`config.mk`:
```
export PLATFORM = sky130hd
export DESIGN_NAME = cspg_ctrl
export DESIGN_NICKNAME = d
export VERILOG_FILES = /design/src/logic/cspg_pkg.sv /design/src/logic/cspg_ctrl.sv /design/src/logic/cspg_link_sense.sv
export SDC_FILE = /design/constraint.sdc
export NUM_CORES = 1
export LEC_CHECK = 0
export BUFFER_PORTS_ARGS = -buffer_cell sky130_fd_sc_hd__buf_4
export CORE_MARGIN = 2
export CORE_UTILIZATION = 40
export CTS_CLUSTER_SIZE = 40
export DETAILED_ROUTE_END_ITERATION = 12
export PLACE_DENSITY_LB_ADDON = 0.12
export SKIP_LAST_GASP = 1
export SLEW_MARGIN = 40
export SYNTH_ARGS = -nofsm -noshare
export SYNTH_HDL_FRONTEND = slang
export SYNTH_SLANG_ARGS = --single-unit
```
`constraint.sdc`:
```
create_clock -name clk_sys -period 0.8 [get_ports clk_sys]
set_input_delay 0 -clock clk_sys [delete_from_list [all_inputs] [get_ports clk_sys]]
set_output_delay 0 -clock clk_sys [all_outputs]
set_load 0.02 [all_outputs]
```
`src/logic/cspg_pkg.sv`:
```
// constants and types for the clock-stop power-gate control register
package cspg_pkg;
  // register location on the control link
  localparam logic [15:0] CSPG_REG_OFFSET = 16'h1103;
  // field positions
  localparam int CSPG_SEL_LSB = 5;
  localparam int CSPG_SEL_MSB = 6;
  localparam int CSPG_VMON_BIT = 2;
  localparam int CSPG_RING_BIT = 1;
  // reset values
  localparam logic [1:0] CSPG_SEL_RESET = 2'h1;
  localparam logic CSPG_VMON_RESET = 1'b0;
  localparam logic CSPG_RING_RESET = 1'b0;
  // readiness select codes
  localparam logic [1:0] CSPG_SEL_NONE = 2'h0;
  localparam logic [1:0] CSPG_SEL_FULL = 2'h1;
  localparam logic [1:0] CSPG_SEL_PARTIAL = 2'h2;
  localparam logic [1:0] CSPG_SEL_RSVD = 2'h3;
  // idle codes of the headset detect control
  localparam logic [1:0] CSPG_HSDET_IDLE_A = 2'h0;
  localparam logic [1:0] CSPG_HSDET_IDLE_B = 2'h2;
  // bits that always read zero
  localparam logic [7:0] CSPG_RSVD_MASK = 8'h99;

  // clock-stop handshake states
  typedef enum logic [1:0] {
    CSPG_IDLE,
    CSPG_PENDING,
    CSPG_STOPPED
  } cspg_state_t;
endpackage : cspg_pkg

```
`src/logic/cspg_ctrl.sv`:
```
// clock-stop readiness and analog power-up control register
// Overview of operation
// - select code picks blocks checked before clearing
// - code 01 waits for every block but the headphone to power down
// - code 01 needs headset detect idle
// - bit 2 powers supply monitor up
// - bit 1 powers ring detector up
module cspg_ctrl
  import cspg_pkg::*;
(
  // clock and reset
  input wire logic clk_sys,
  input wire logic rst_n,
  // register access from the control link
  input wire logic reg_wr_en,
  input wire logic reg_rd_en,
  input wire logic [15:0] reg_addr,
  input wire logic [7:0] reg_wdata,
  output logic [7:0] reg_rdata,
  // clock-stop handshake with the link logic
  input wire logic clock_stop_request,
  output logic clock_stop_pending,
  output logic clock_stop_exit,
  // link clock pin
  input wire logic link_clock_input,
  // power-down status of the blocks being watched
  input wire logic dac_power_down,
  input wire logic capture_converter_power_down,
  input wire logic headphone_power_down,
  input wire logic digital_audio_tx_power_down,
  input wire logic headset_power_down,
  input wire logic mic_bias_power_down,
  input wire logic [1:0] headset_detect_control,
  // analog power enables
  output logic supply_monitor_power_up,
  output logic ring_detect_power_up
);
  // all state of the module except the reset release pipe
  typedef struct packed {
    cspg_state_t state;  // handshake state
    logic [1:0] ready_sel;  // clock_stop_ready_select
    logic vmon;  // supply monitor enable
    logic ring;  // ring detector enable
    logic pending;  // clock-stop pending flag
    logic exit_q;  // clock-stop exit pulse
    logic [7:0] rdata;  // read data
  } cspg_main_t;

  cspg_main_t st;
  cspg_main_t next_st;
  logic [1:0] rst_pipe;  // reset release pipe
  logic rst_sync_n;  // released reset
  logic link_edge;  // link clock rising edge
  logic ready;  // selected blocks are down
  logic wr_hit;  // write to this register
  logic rd_hit;  // read of this register

  // readiness test for a select code
  function automatic logic cspg_ready(input logic [1:0] sel, input logic dac,
      input logic adc, input logic hp, input logic tx, input logic hs,
      input logic mb, input logic [1:0] hsdet);
    logic hsdet_idle;
    hsdet_idle = (hsdet == CSPG_HSDET_IDLE_A) || (hsdet == CSPG_HSDET_IDLE_B);
    unique case (sel)
      CSPG_SEL_NONE: cspg_ready = 1'b1;  // nothing to wait
      CSPG_SEL_PARTIAL: cspg_ready = adc & hp & tx;  // three blocks only
      // every block but the headphone down plus idle headset detect; reserved code acts the same
      // so a bad write can never release clock stop early
      default: cspg_ready = dac & adc & tx & hs & mb & hsdet_idle;
    endcase
  endfunction : cspg_ready

  // register image; reserved positions are constant zero
  function automatic logic [7:0] cspg_image(input logic [1:0] sel, input logic vm,
      input logic rg);
    logic [7:0] img;
    img = 8'h00;
    img[CSPG_SEL_MSB:CSPG_SEL_LSB] = sel;
    img[CSPG_VMON_BIT] = vm;
    img[CSPG_RING_BIT] = rg;
    cspg_image = img & ~CSPG_RSVD_MASK;
  endfunction : cspg_image

  // reset released through two flops
  always_ff @(posedge clk_sys or negedge rst_n) begin
    if (!rst_n) begin
      rst_pipe <= 2'h0;
    end else begin
      rst_pipe <= {rst_pipe[0], 1'b1};
    end
  end
  assign rst_sync_n = rst_pipe[1];

  // link clock sensing
  cspg_link_sense u_sense (
    .clk_sys(clk_sys),
    .rst_sync_n(rst_sync_n),
    .link_clock_input(link_clock_input),
    .link_edge(link_edge)
  );

  assign wr_hit = reg_wr_en && (reg_addr == CSPG_REG_OFFSET);
  assign rd_hit = reg_rd_en && (reg_addr == CSPG_REG_OFFSET);
  assign ready = cspg_ready(st.ready_sel, dac_power_down, capture_converter_power_down,
      headphone_power_down, digital_audio_tx_power_down, headset_power_down,
      mic_bias_power_down, headset_detect_control);

  // next-state logic
  always_comb begin
    next_st = st;
    next_st.exit_q = 1'b0;
    // register writes; only the select and enables are stored
    if (wr_hit) begin
      // the select only changes what is checked, it drives no power-down
      next_st.ready_sel = reg_wdata[CSPG_SEL_MSB:CSPG_SEL_LSB];
      next_st.vmon = reg_wdata[CSPG_VMON_BIT];
      next_st.ring = reg_wdata[CSPG_RING_BIT];
    end
    // reads return the image, other addresses read zero
    if (rd_hit) begin
      next_st.rdata = cspg_image(st.ready_sel, st.vmon, st.ring);
    end else if (reg_rd_en) begin
      next_st.rdata = 8'h00;
    end
    // clock-stop handshake
    unique case (st.state)
      CSPG_IDLE: begin
        if (clock_stop_request) begin
          next_st.state = CSPG_PENDING;
          next_st.pending = 1'b1;
        end
      end
      CSPG_PENDING: begin
        if (!clock_stop_request) begin
          // request withdrawn before the blocks settled
          next_st.state = CSPG_IDLE;
          next_st.pending = 1'b0;
        end else if (ready) begin
          // selected blocks are down, release the bus manager
          next_st.state = CSPG_STOPPED;
          next_st.pending = 1'b0;
        end
      end
      CSPG_STOPPED: begin
        // link clock restarting marks the exit from clock stop
        if (link_edge) begin
          next_st.exit_q = 1'b1;
          next_st.state = CSPG_IDLE;
        end else if (!clock_stop_request) begin
          next_st.state = CSPG_IDLE;
        end
      end
      default: begin
        next_st.state = CSPG_IDLE;
        next_st.pending = 1'b0;
      end
    endcase
  end

  // state register
  always_ff @(posedge clk_sys or negedge rst_sync_n) begin
    if (!rst_sync_n) begin
      st.state <= CSPG_IDLE;
      st.ready_sel <= CSPG_SEL_RESET;
      st.vmon <= CSPG_VMON_RESET;
      st.ring <= CSPG_RING_RESET;
      st.pending <= 1'b0;
      st.exit_q <= 1'b0;
      st.rdata <= 8'h00;
    end else begin
      st <= next_st;
    end
  end

  // outputs straight from flops
  assign reg_rdata = st.rdata;
  assign clock_stop_pending = st.pending;
  assign clock_stop_exit = st.exit_q;
  assign supply_monitor_power_up = st.vmon;
  assign ring_detect_power_up = st.ring;
endmodule : cspg_ctrl

```
`src/logic/cspg_link_sense.sv`:
```
// link clock synchroniser and edge finder
module cspg_link_sense
  import cspg_pkg::*;
(
  // clock and reset
  input wire logic clk_sys,
  input wire logic rst_sync_n,
  // link clock pin
  input wire logic link_clock_input,
  // one-cycle pulse per link clock rising edge
  output logic link_edge
);
  // all state in one word
  typedef struct packed {
    logic meta;  // first stage, read only by the second
    logic sync;  // second stage
    logic last;  // previous synchronised level
    logic edge_q;  // registered edge pulse
  } cspg_sense_t;

  cspg_sense_t st;
  cspg_sense_t next_st;

  // next-state: two flops before any logic looks at the pin
  always_comb begin
    next_st = st;
    next_st.meta = link_clock_input;
    next_st.sync = st.meta;
    next_st.last = st.sync;
    next_st.edge_q = st.sync & ~st.last;
  end

  // state register
  always_ff @(posedge clk_sys or negedge rst_sync_n) begin
    if (!rst_sync_n) begin
      st <= '0;
    end else begin
      st <= next_st;
    end
  end

  assign link_edge = st.edge_q;
endmodule : cspg_link_sense

```
==> impl_metrics.ini, run 1 <==
[drt]
route.vias.total = 605
wl_per_cell_um = 11.3
drt_first_pass_iters = 2
vias_per_cell = 4.55
ant_nets = 0
drc_errors = 0
drt_iter0_markers = 5
wl_um = 1500

[cts]
clk-insertion-delay-late_ps = 290
path_clk_slew_ps = 90
cts_tree = yes
cts_inserted_buffers = 3
h-tree-depth = 1
cts-root-buf = clkbuf_4
clockBufferDepth = 2
clock_sinks = 18

[layout]
area_growth_pct = 68.3
diodes = 0
fin_nets = 147
seqCellArea_um2 = 452
fin_area_um2 = 1310
drive_above_1_share_pct = 56.5
fill_cells = 135
multi_input_area_um2 = 328

[sta]
worst_slack_ps = -318
min_period_over_period_pct = 140
setup_viol = 16
final_max_slew_viol_count = 0
holdWs_ps = 12.8
hold_violations = 0
rsz0062_at_grt = yes
final.min_clock_period_ps = 1120
finalClockSkew_ps = 2.01
fmax_mhz = 895

[critical_path]
r2r_cells = 3
worstPathArrival_ps = 1310
start_kind = flop
reg2reg_slack_ps = -320
timing.rr.end = st[15]
rr_startpoint = st[12]
cp.required_ps = 990
cp-end-kind = flop
path_class = flop to flop
path_max_fanout = 3

[placement]
place_congestion = 0.714
placed_cell_area_um2 = 1130
dpl.hpwl_um = 1220
portBuffers = 40

[yosys]
synth_fa_ha_area_share_pct = 0
synth_compound_area_share_pct = 10.3
ys_seq_elements = 18
netlist_area_um2 = 777
synth-simple-area-share_pct = 16.6
ys_warn_count = 0
netlist_instances = 57
synth_top_family_by_area = simple AND/OR/NAND/NOR gates
muxShareOfSynthArea_pct = 5.80
synth_xor_area_share_pct = 0
seq_area_frac_synth_pct = 58.1
synth_cell_types = 26
avgSynthCellArea_um2 = 13.6

[global_routing]
grt_usage_pct = 15.0
antenna_found_initial = 0
grt_pass1_vias = 573
grt-ovfl-total = 0
grt_pass1_wl_um = 2320
grt_max_degree = 17

[floorplanning]
die-width_um = 48.1
rows = 15
pin_count = 50
start_util_pct = 43.6
die_height_um = 48.1
core_area_um2 = 1780
die-area_um2 = 2310

[power]
leakage_uw = 0.000651
p_per_area_nw_per_um2 = 1400
ir_worst_vdd_v = 0.00132

[job]
drv_cap = 0

[hold_path]
hold_class = primary input to async pin

[status]
failed_checks = negative setup slack
outcome = finished with violations
sequential cells by signal, summed over array words and instances, names as in the netlist:
register / flops
reg_rdata: 4
st: 4
rst_pipe: 2
u_sense.next_st: 2
clock_stop_exit: 1
clock_stop_pending: 1
ring_detect_power_up: 1
supply_monitor_power_up: 1
u_sense.link_edge: 1
u_sense.st: 1
logic make-up (layout without fill, tap and decap cells):
kind of cell / count (synthesis) / in the layout
mux: 4 / 4
flops: 18 / 18
other cells: 2 / 5
simple gates: 14 / 14
buf+inv: 9 / 57
compound gates: 10 / 10
layout make-up:
cell class                      count  area share [%]
Sequential cell                    18            34.5
Inverter                            1           0.287
Clock buffer                        4            2.78
Multi-Input combinational cell     33            25.1
Timing Repair Buffer               52            34.9
Tap cell                           25            2.39
how the worst max path moves through the flow:
stage / start / endpoint / cells after the start
after floorplan: st[12] / st[15] / 3
after global placement: reg_addr[6] / st[13] / 5
after detailed placement: reg_addr[6] / st[13] / 5
after CTS: st[12] / st[15] / 3
after global routing: st[12] / st[15] / 3
final: st[12] / st[15] / 3
critical path, stage by stage, from the launching register on:
cell	delay [ps]
dfstp_2	540
a21oi_2	30
a41o_1	220
a32o_1	220
cell usage after synthesis:
library cell	count	area (um2)
and3_1	1	6.26
nor4_1	1	6.26
dfstp_2	1	26.3
a32o_1	1	10.0
nand3_2	1	10.0
a41o_1	1	10.0
nand3_1	1	5.00
buf_4	8	60.1
and4bb_2	1	12.5
nor2b_1	2	12.5
o21ai_0	1	5.00
mux2_1	4	45.0
a22o_1	4	35.0
and3b_1	1	8.76
nor3b_1	1	7.51
nor4b_2	1	15.0
a21oi_1	1	5.00
dfrtp_1	17	425
inv_1	1	3.75
and3_2	1	7.51
and4b_1	1	10.0
nand2_1	1	3.75
conb_1	2	7.51
o21bai_1	1	7.51
nor4b_4	1	23.8
a21boi_0	1	7.51
what timing repair did:
action / CTS / global route
buffers inserted: 0 / 2
setup endpoints to repair: 17 / 17
hold endpoints to repair: 8 / 1
hold buffers: 6 / 1
gates resized for setup: 13 / 1
pin swaps: 3 / 2
stage by stage:
step | setup slack [ps] | power, uW | setup TNS (ps) | cells | utilization, %
after global placement | -329 | 1250 | -2750 | 120 | 63.6
final | -318 | 1830 | -1350 | 133 | 73.3
after detailed placement | -353 | 1260 | -2910 | 120 | 63.6
after global routing | -342 | 1920 | -1930 | 133 | 73.3
after CTS | -322 | 1840 | -1420 | 130 | 71.7
after floorplan | -297 | 1100 | -1460 | 60 | -
metal layers:
metal  up-vias  global-route usage [%]  wire length (um)
met5         -                       0                 0
met4         0                    6.49                21
met3         4                    5.66                98
met2        27                    25.6               798
met1       275                    16.5               587
li1        299                       -                 -
power breakdown:
group	leakage (uW)	internal, uW	switching (uW)
logic	0.000399	192	116
clock network	0.0000210	278	269
registers	0.000231	948	25.1
total	0.000651	1420	409
cell usage in the layout (no fill, tap or decap):
master and n:
dlygate4sd3_1 7, and3_4 2, and4bb_2 1, o21bai_1 1, nor4b_4 2, a21oi_2 1, mux2_4 3, buf_6 13
a22o_1 4, a32o_1 1, conb_1 5, nand3_1 1, nor2b_1 2, a21boi_0 1, nor3b_1 1, o21ai_0 1
inv_1 1, mux2_1 1, nand2_1 1, buf_4 32, dfstp_2 1, nor4_4 1, clkbuf_8 1, and3b_1 1
dfrtp_1 17, clkbuf_4 3, nand3_4 1, and4b_1 1, a41o_1 1
(Power assumes the default switching activity.)
==> run 2: changes to the inputs <==
--- a/config.mk
+++ b/config.mk
@@ -5,9 +5,10 @@
 export SDC_FILE = /design/constraint.sdc
 export NUM_CORES = 1
 export LEC_CHECK = 0
+export ABC_AREA = 1
 export BUFFER_PORTS_ARGS = -buffer_cell sky130_fd_sc_hd__buf_4
 export CORE_MARGIN = 2
-export CORE_UTILIZATION = 40
+export CORE_UTILIZATION = 42
 export CTS_CLUSTER_SIZE = 40
 export DETAILED_ROUTE_END_ITERATION = 12
 export PLACE_DENSITY_LB_ADDON = 0.12
==> impl_metrics.ini, run 2 <==
[sta]
final.min_clock_period_ps = 1090
fmax_mhz = 913
setup_viol = 14
hold_violations = 0
finalClockSkew_ps = 8.14
worst_slack_ps = -295
holdWs_ps = 11.2
rsz0062_at_grt = yes
final_max_slew_viol_count = 0
min_period_over_period_pct = 137
tns_ps = -1180

[global_routing]
grt_pass1_vias = 820
grt-ovfl-total = 0
grt_max_degree = 11
grt_usage_pct = 17.8
antenna_found_initial = 0
grt_pass1_wl_um = 3310

[cts]
clock_sinks = 18
path_clk_slew_ps = 110
cts_inserted_buffers = 3
clk-insertion-delay-late_ps = 290
cts_tree = yes
cts-root-buf = clkbuf_4
clockBufferDepth = 2
h-tree-depth = 1

[critical_path]
worstPathArrival_ps = 1290
cp-end-kind = flop
path_max_fanout = 4
start_kind = flop
cp.required_ps = 990
path_class = flop to flop

[drt]
drc_errors = 0
wl_per_cell_um = 10.8
route.vias.total = 811
vias_per_cell = 4.43
drt_iter0_markers = 5
wl_um = 1970
ant_nets = 0
drt_first_pass_iters = 4

[layout]
fin_area_um2 = 1420
area_growth_pct = 61.1
fin_nets = 195
final_cell_mix = buf_4, nand2_1, dfrtp_1
diodes = 0
final_common_cell = buf_4
drive_above_1_share_pct = 43.6

[yosys]
seq_area_frac_synth_pct = 51.3
ys.flop_type = dfrtp_1
synth_async_sr_flop_share_pct = 100
synth_common_cells = nand2_1, dfrtp_1, nor2_1
synthTopCellsByArea = dfrtp_1, nand2_1, buf_4
netlist_instances = 98
ys_seq_elements = 18
synth_cell_types = 19
yosys.cell_count.top_type = nand2_1
synth_edf_count = 0
avgSynthCellArea_um2 = 8.99
netlist_area_um2 = 881
ys_warn_count = 0
synth.top_cell.area_share_pct = 48.3
yosysTopAreaCell = dfrtp_1

[floorplanning]
die-width_um = 49.8
rows = 16
die-area_um2 = 2480
die_height_um = 49.8
core_area_um2 = 1960
pin_count = 50
start_util_pct = 44.9

[placement]
dpl.hpwl_um = 1440
placed_cell_area_um2 = 1240
portBuffers = 40
place_congestion = 0.673

[job]
drv_cap = 0

[power]
p_per_area_nw_per_um2 = 1660
finalPower_uw = 2350
ir_worst_vdd_v = 0.00139
leakage_uw = 0.000779

[status]
outcome = finished with violations
failed_checks = negative setup slack

[hold_path]
hold_class = primary input to async pin
==> run 2: cell count changes after synthesis, sizes merged, moves of 4 or more <==
cell,change
a22o,-4
nand4,+8
nand2,+28
inv,+7
nor2,+13
mux2,-4
nand3,+4
==> run 2: cell type report <==
type	count	area [um2]
repair buffers	59	497
well taps	27	33.8
flip-flops and latches	18	452
fillers	173	543
inverters	8	30.0
multi-input cells	67	370
clock buffers	4	36.3
==> run 2: where the power goes <==
group	internal, uW	switching [uW]	total, uW
sequential	1000	75.4	1080
clock	277	271	548
combinational	400	327	726
==> run 2: path summary, 6_finish.rpt <==
path	startpoint	end	slack, ps	depth (start not counted)
max in group asynchronous	rst_pipe[1]	reg_rdata[6]	340	1
worst min register to register	rst_pipe[1]	u_sense.st[1]	90	0
worst max register to register	st[15]	st[14]	-290	5
min in group clk_sys	headset_detect_control[0]	st[14]	70	5
worst max-delay path	st[15]	st[14]	-290	5
worst min-delay path	rst_n	rst_pipe[0]	10	2
==> run 2: layer usage <==
| layer | vias to the layer above | wire length [um] | global-route usage (%) | part of all wire [%] |
|---|---|---|---|---|
| li1 | 416 | - | - | - |
| met1 | 368 | 688 | 19.3 | 35 |
| met2 | 25 | 1180 | 33.8 | 60 |
| met3 | 2 | 90 | 3.94 | 4.6 |
| met4 | 0 | 14 | 5.56 | 0.71 |
| met5 | - | 0 | 0 | 0 |
==> run 2: logic make-up (layout without fill, tap and decap cells) <==
logic type | after synthesis | in the layout | synth area share (%)
other | 2 | 5 | 0.853
AOI/OAI and AO/OA | 1 | 1 | 0.568
DFF | 18 | 18 | 51.3
and+or+nand+nor | 61 | 61 | 37.1
buffers and inverters | 16 | 71 | 10.2
==> run 2: per-stage QoR <==
step,worst slack [ps],instances,utilization [%]
floorplan,-225,101,-
global placement,-236,168,63.0
detailed placement,-276,168,63.0
CTS,-288,182,71.4
global route,-429,183,72.3
finish,-295,183,72.3
==> run 2: what timing repair did <==
| item | CTS | global route |
|---|---|---|
| pin swaps | 7 | 7 |
| gates resized for setup | 10 | 3 |
| setup buffers | 2 | 1 |
| hold buffers | 8 | 0 |
| hold endpoints to repair | 9 | 0 |
| setup endpoints to repair | 14 | 14 |
==> run 2: worst max-delay path, cell delays in order (launching register included) <==
cell     delay, ps
dfrtp_1        430
or2_1          240
nor2_1         110
nor2_1          60
nand3_1        110
nand2_1         60
==> run 3: changes to the inputs <==
--- a/config.mk
+++ b/config.mk
@@ -7,7 +7,7 @@
 export LEC_CHECK = 0
 export ABC_AREA = 1
 export BUFFER_PORTS_ARGS = -buffer_cell sky130_fd_sc_hd__buf_4
-export CORE_MARGIN = 2
+export CORE_MARGIN = 5
 export CORE_UTILIZATION = 42
 export CTS_CLUSTER_SIZE = 40
 export DETAILED_ROUTE_END_ITERATION = 12
==> impl_metrics.ini, run 3 (synthesis gave the netlist of run 2 again) <==
[layout]
final_common_cell = buf_4
drive_above_1_share_pct = 43.1
fin_nets = 199
final_util_pct = 73.6
final_cell_mix = buf_4, nand2_1, dfrtp_1
fill_cells = 156
diodes = 0
area_growth_pct = 65.6
layout.cells.non_filler = 187

[sta]
final.min_clock_period_ps = 1120
finalClockSkew_ps = 2.91
tns_ps = -1420
rsz0062_at_grt = yes
fmax_mhz = 889
min_period_over_period_pct = 141
worst_slack_ps = -324
setup_viol = 13
hold_violations = 0
final_max_slew_viol_count = 0

[cts]
clock_sinks = 18
clockBufferDepth = 2
clk-insertion-delay-late_ps = 290
path_clk_slew_ps = 100
h-tree-depth = 1
cts_inserted_buffers = 3
cts_tree = yes
cts-root-buf = clkbuf_4

[placement]
portBuffers = 40
pre_cts_slack_ps = -276
place_congestion = 0.708
dpl.hpwl_um = 1450
dp.cells = 165

[global_routing]
grt_pass1_wl_um = 3190
grt_max_degree = 16
grt_usage_pct = 13.0
antenna_found_initial = 0
grt_pass1_vias = 803
grt-ovfl-total = 0

[hold_path]
hold_class = primary input to flop

[floorplanning]
rows = 16
die-width_um = 55.8
core_area_um2 = 1980
start_util_pct = 44.4
pin_count = 50
die-area_um2 = 3110
die_height_um = 55.8

[critical_path]
cp-end-kind = flop
crit_cells = 5
crit_family = simple AND/OR/NAND/NOR gates
startpoint = st[15]
start_kind = flop
rr_startpoint = st[15]
r2r_cells = 5
path_class = flop to flop
worstPathArrival_ps = 1310
crit_top_cell = nor2_1
slowest_stage = dfrtp_1
crit_path_cell_trace = or2_1 -> nor2_1 -> nor2_1 -> nand3_1 -> nand2_1
path_max_fanout = 4
cp.required_ps = 990
crit_path_max_incr_delay_ps = 440
endpoint = clock_stop_pending
timing.rr.end = clock_stop_pending
reg2reg_slack_ps = -320
path_buf_inv = 0

[status]
outcome = finished with violations
failed_checks = negative setup slack

[power]
leakage_uw = 0.000802
finalPower_uw = 2340
power_frac_clock_pct = 23.5
ir_worst_vdd_v = 0.00131
power.switching_uw = 660
swShare_pct = 28.2
comb_power_share_pct = 30.9
p_per_area_nw_per_um2 = 1610
internal_power_uw = 1680
power_frac_seq_pct = 45.6

[drt]
drt_iter0_markers = 14
wl_um = 1930
drt_first_pass_iters = 4
drc_errors = 0
ant_nets = 0
wl_per_cell_um = 10.3
vias_per_cell = 4.46
route.vias.total = 834

[job]
drv_cap = 0
==> run 3: changes by cell type in the layout (fill, tap and decap cells not counted), sizes merged <==
cell | before | now
dlygate4sd3 | 8 | 9
buf | 51 | 54
==> run 3: worst min-delay path by stage <==
stage	start	end	slack, ps	cells after the start
floorplan	rst_n	rst_pipe[0]	-300	0
global placement	rst_n	rst_pipe[0]	-220	1
detailed placement	rst_n	rst_pipe[0]	-220	1
CTS	headset_detect_control[0]	st[14]	60	5
global route	reg_addr[8]	st[12]	60	5
finish	headset_detect_control[0]	st[14]	80	5
==> run 3: layout make-up <==
cell class	instances	area [um2]	share of cell area [%]
timing repair buffer	63	541	37.0
sequential	18	452	31.0
multi-input combinational	67	367	25.1
inverter	8	30.0	2.06
tap	27	33.8	2.32
clock buffer	4	36.3	2.49
==> run 3: metrics by stage <==
| step | hold slack [ps] | area, um2 |
|---|---|---|
| floorplan | -296 | 902 |
| global placement | -217 | 1210 |
| finish | 75.9 | 1460 |
| global route | 64.7 | 1460 |
| detailed placement | -216 | 1210 |
| CTS | 62.8 | 1430 |
==> run 3: metal layers <==
layer  GRT usage [%]  vias to the layer above  wire (um)
li1                -                      424          -
met1            12.9                      377        697
met2            23.5                       31       1050
met3            5.57                        2        167
met4            5.21                        0         12
met5               0                        -          0
==> run 3: timing repair <==
| action | CTS | global route |
|---|---|---|
| setup buffers | 8 | 1 |
| endpoints found under the setup margin | 14 | 17 |
| hold endpoints to repair | 10 | 0 |
| cloned | 0 | 0 |
| pin swaps | 3 | 7 |
| resized for setup | 10 | 4 |
| hold buffers | 9 | 0 |
==> run 3: worst register-to-register path, delay by kind of cell, from the launching register on <==
family / cells / cell delay (ps)
DFF: 1 / 440
and+or+nand+nor: 5 / 590
==> run 3: power by group through the flow <==
stage	Clock, uW	Sequential [uW]	Combinational (uW)
floorplan	0	1110	267
global placement	0	1070	540
detailed placement	0	1070	555
CTS	568	1060	711
global route	616	1080	796
finish	550	1070	725
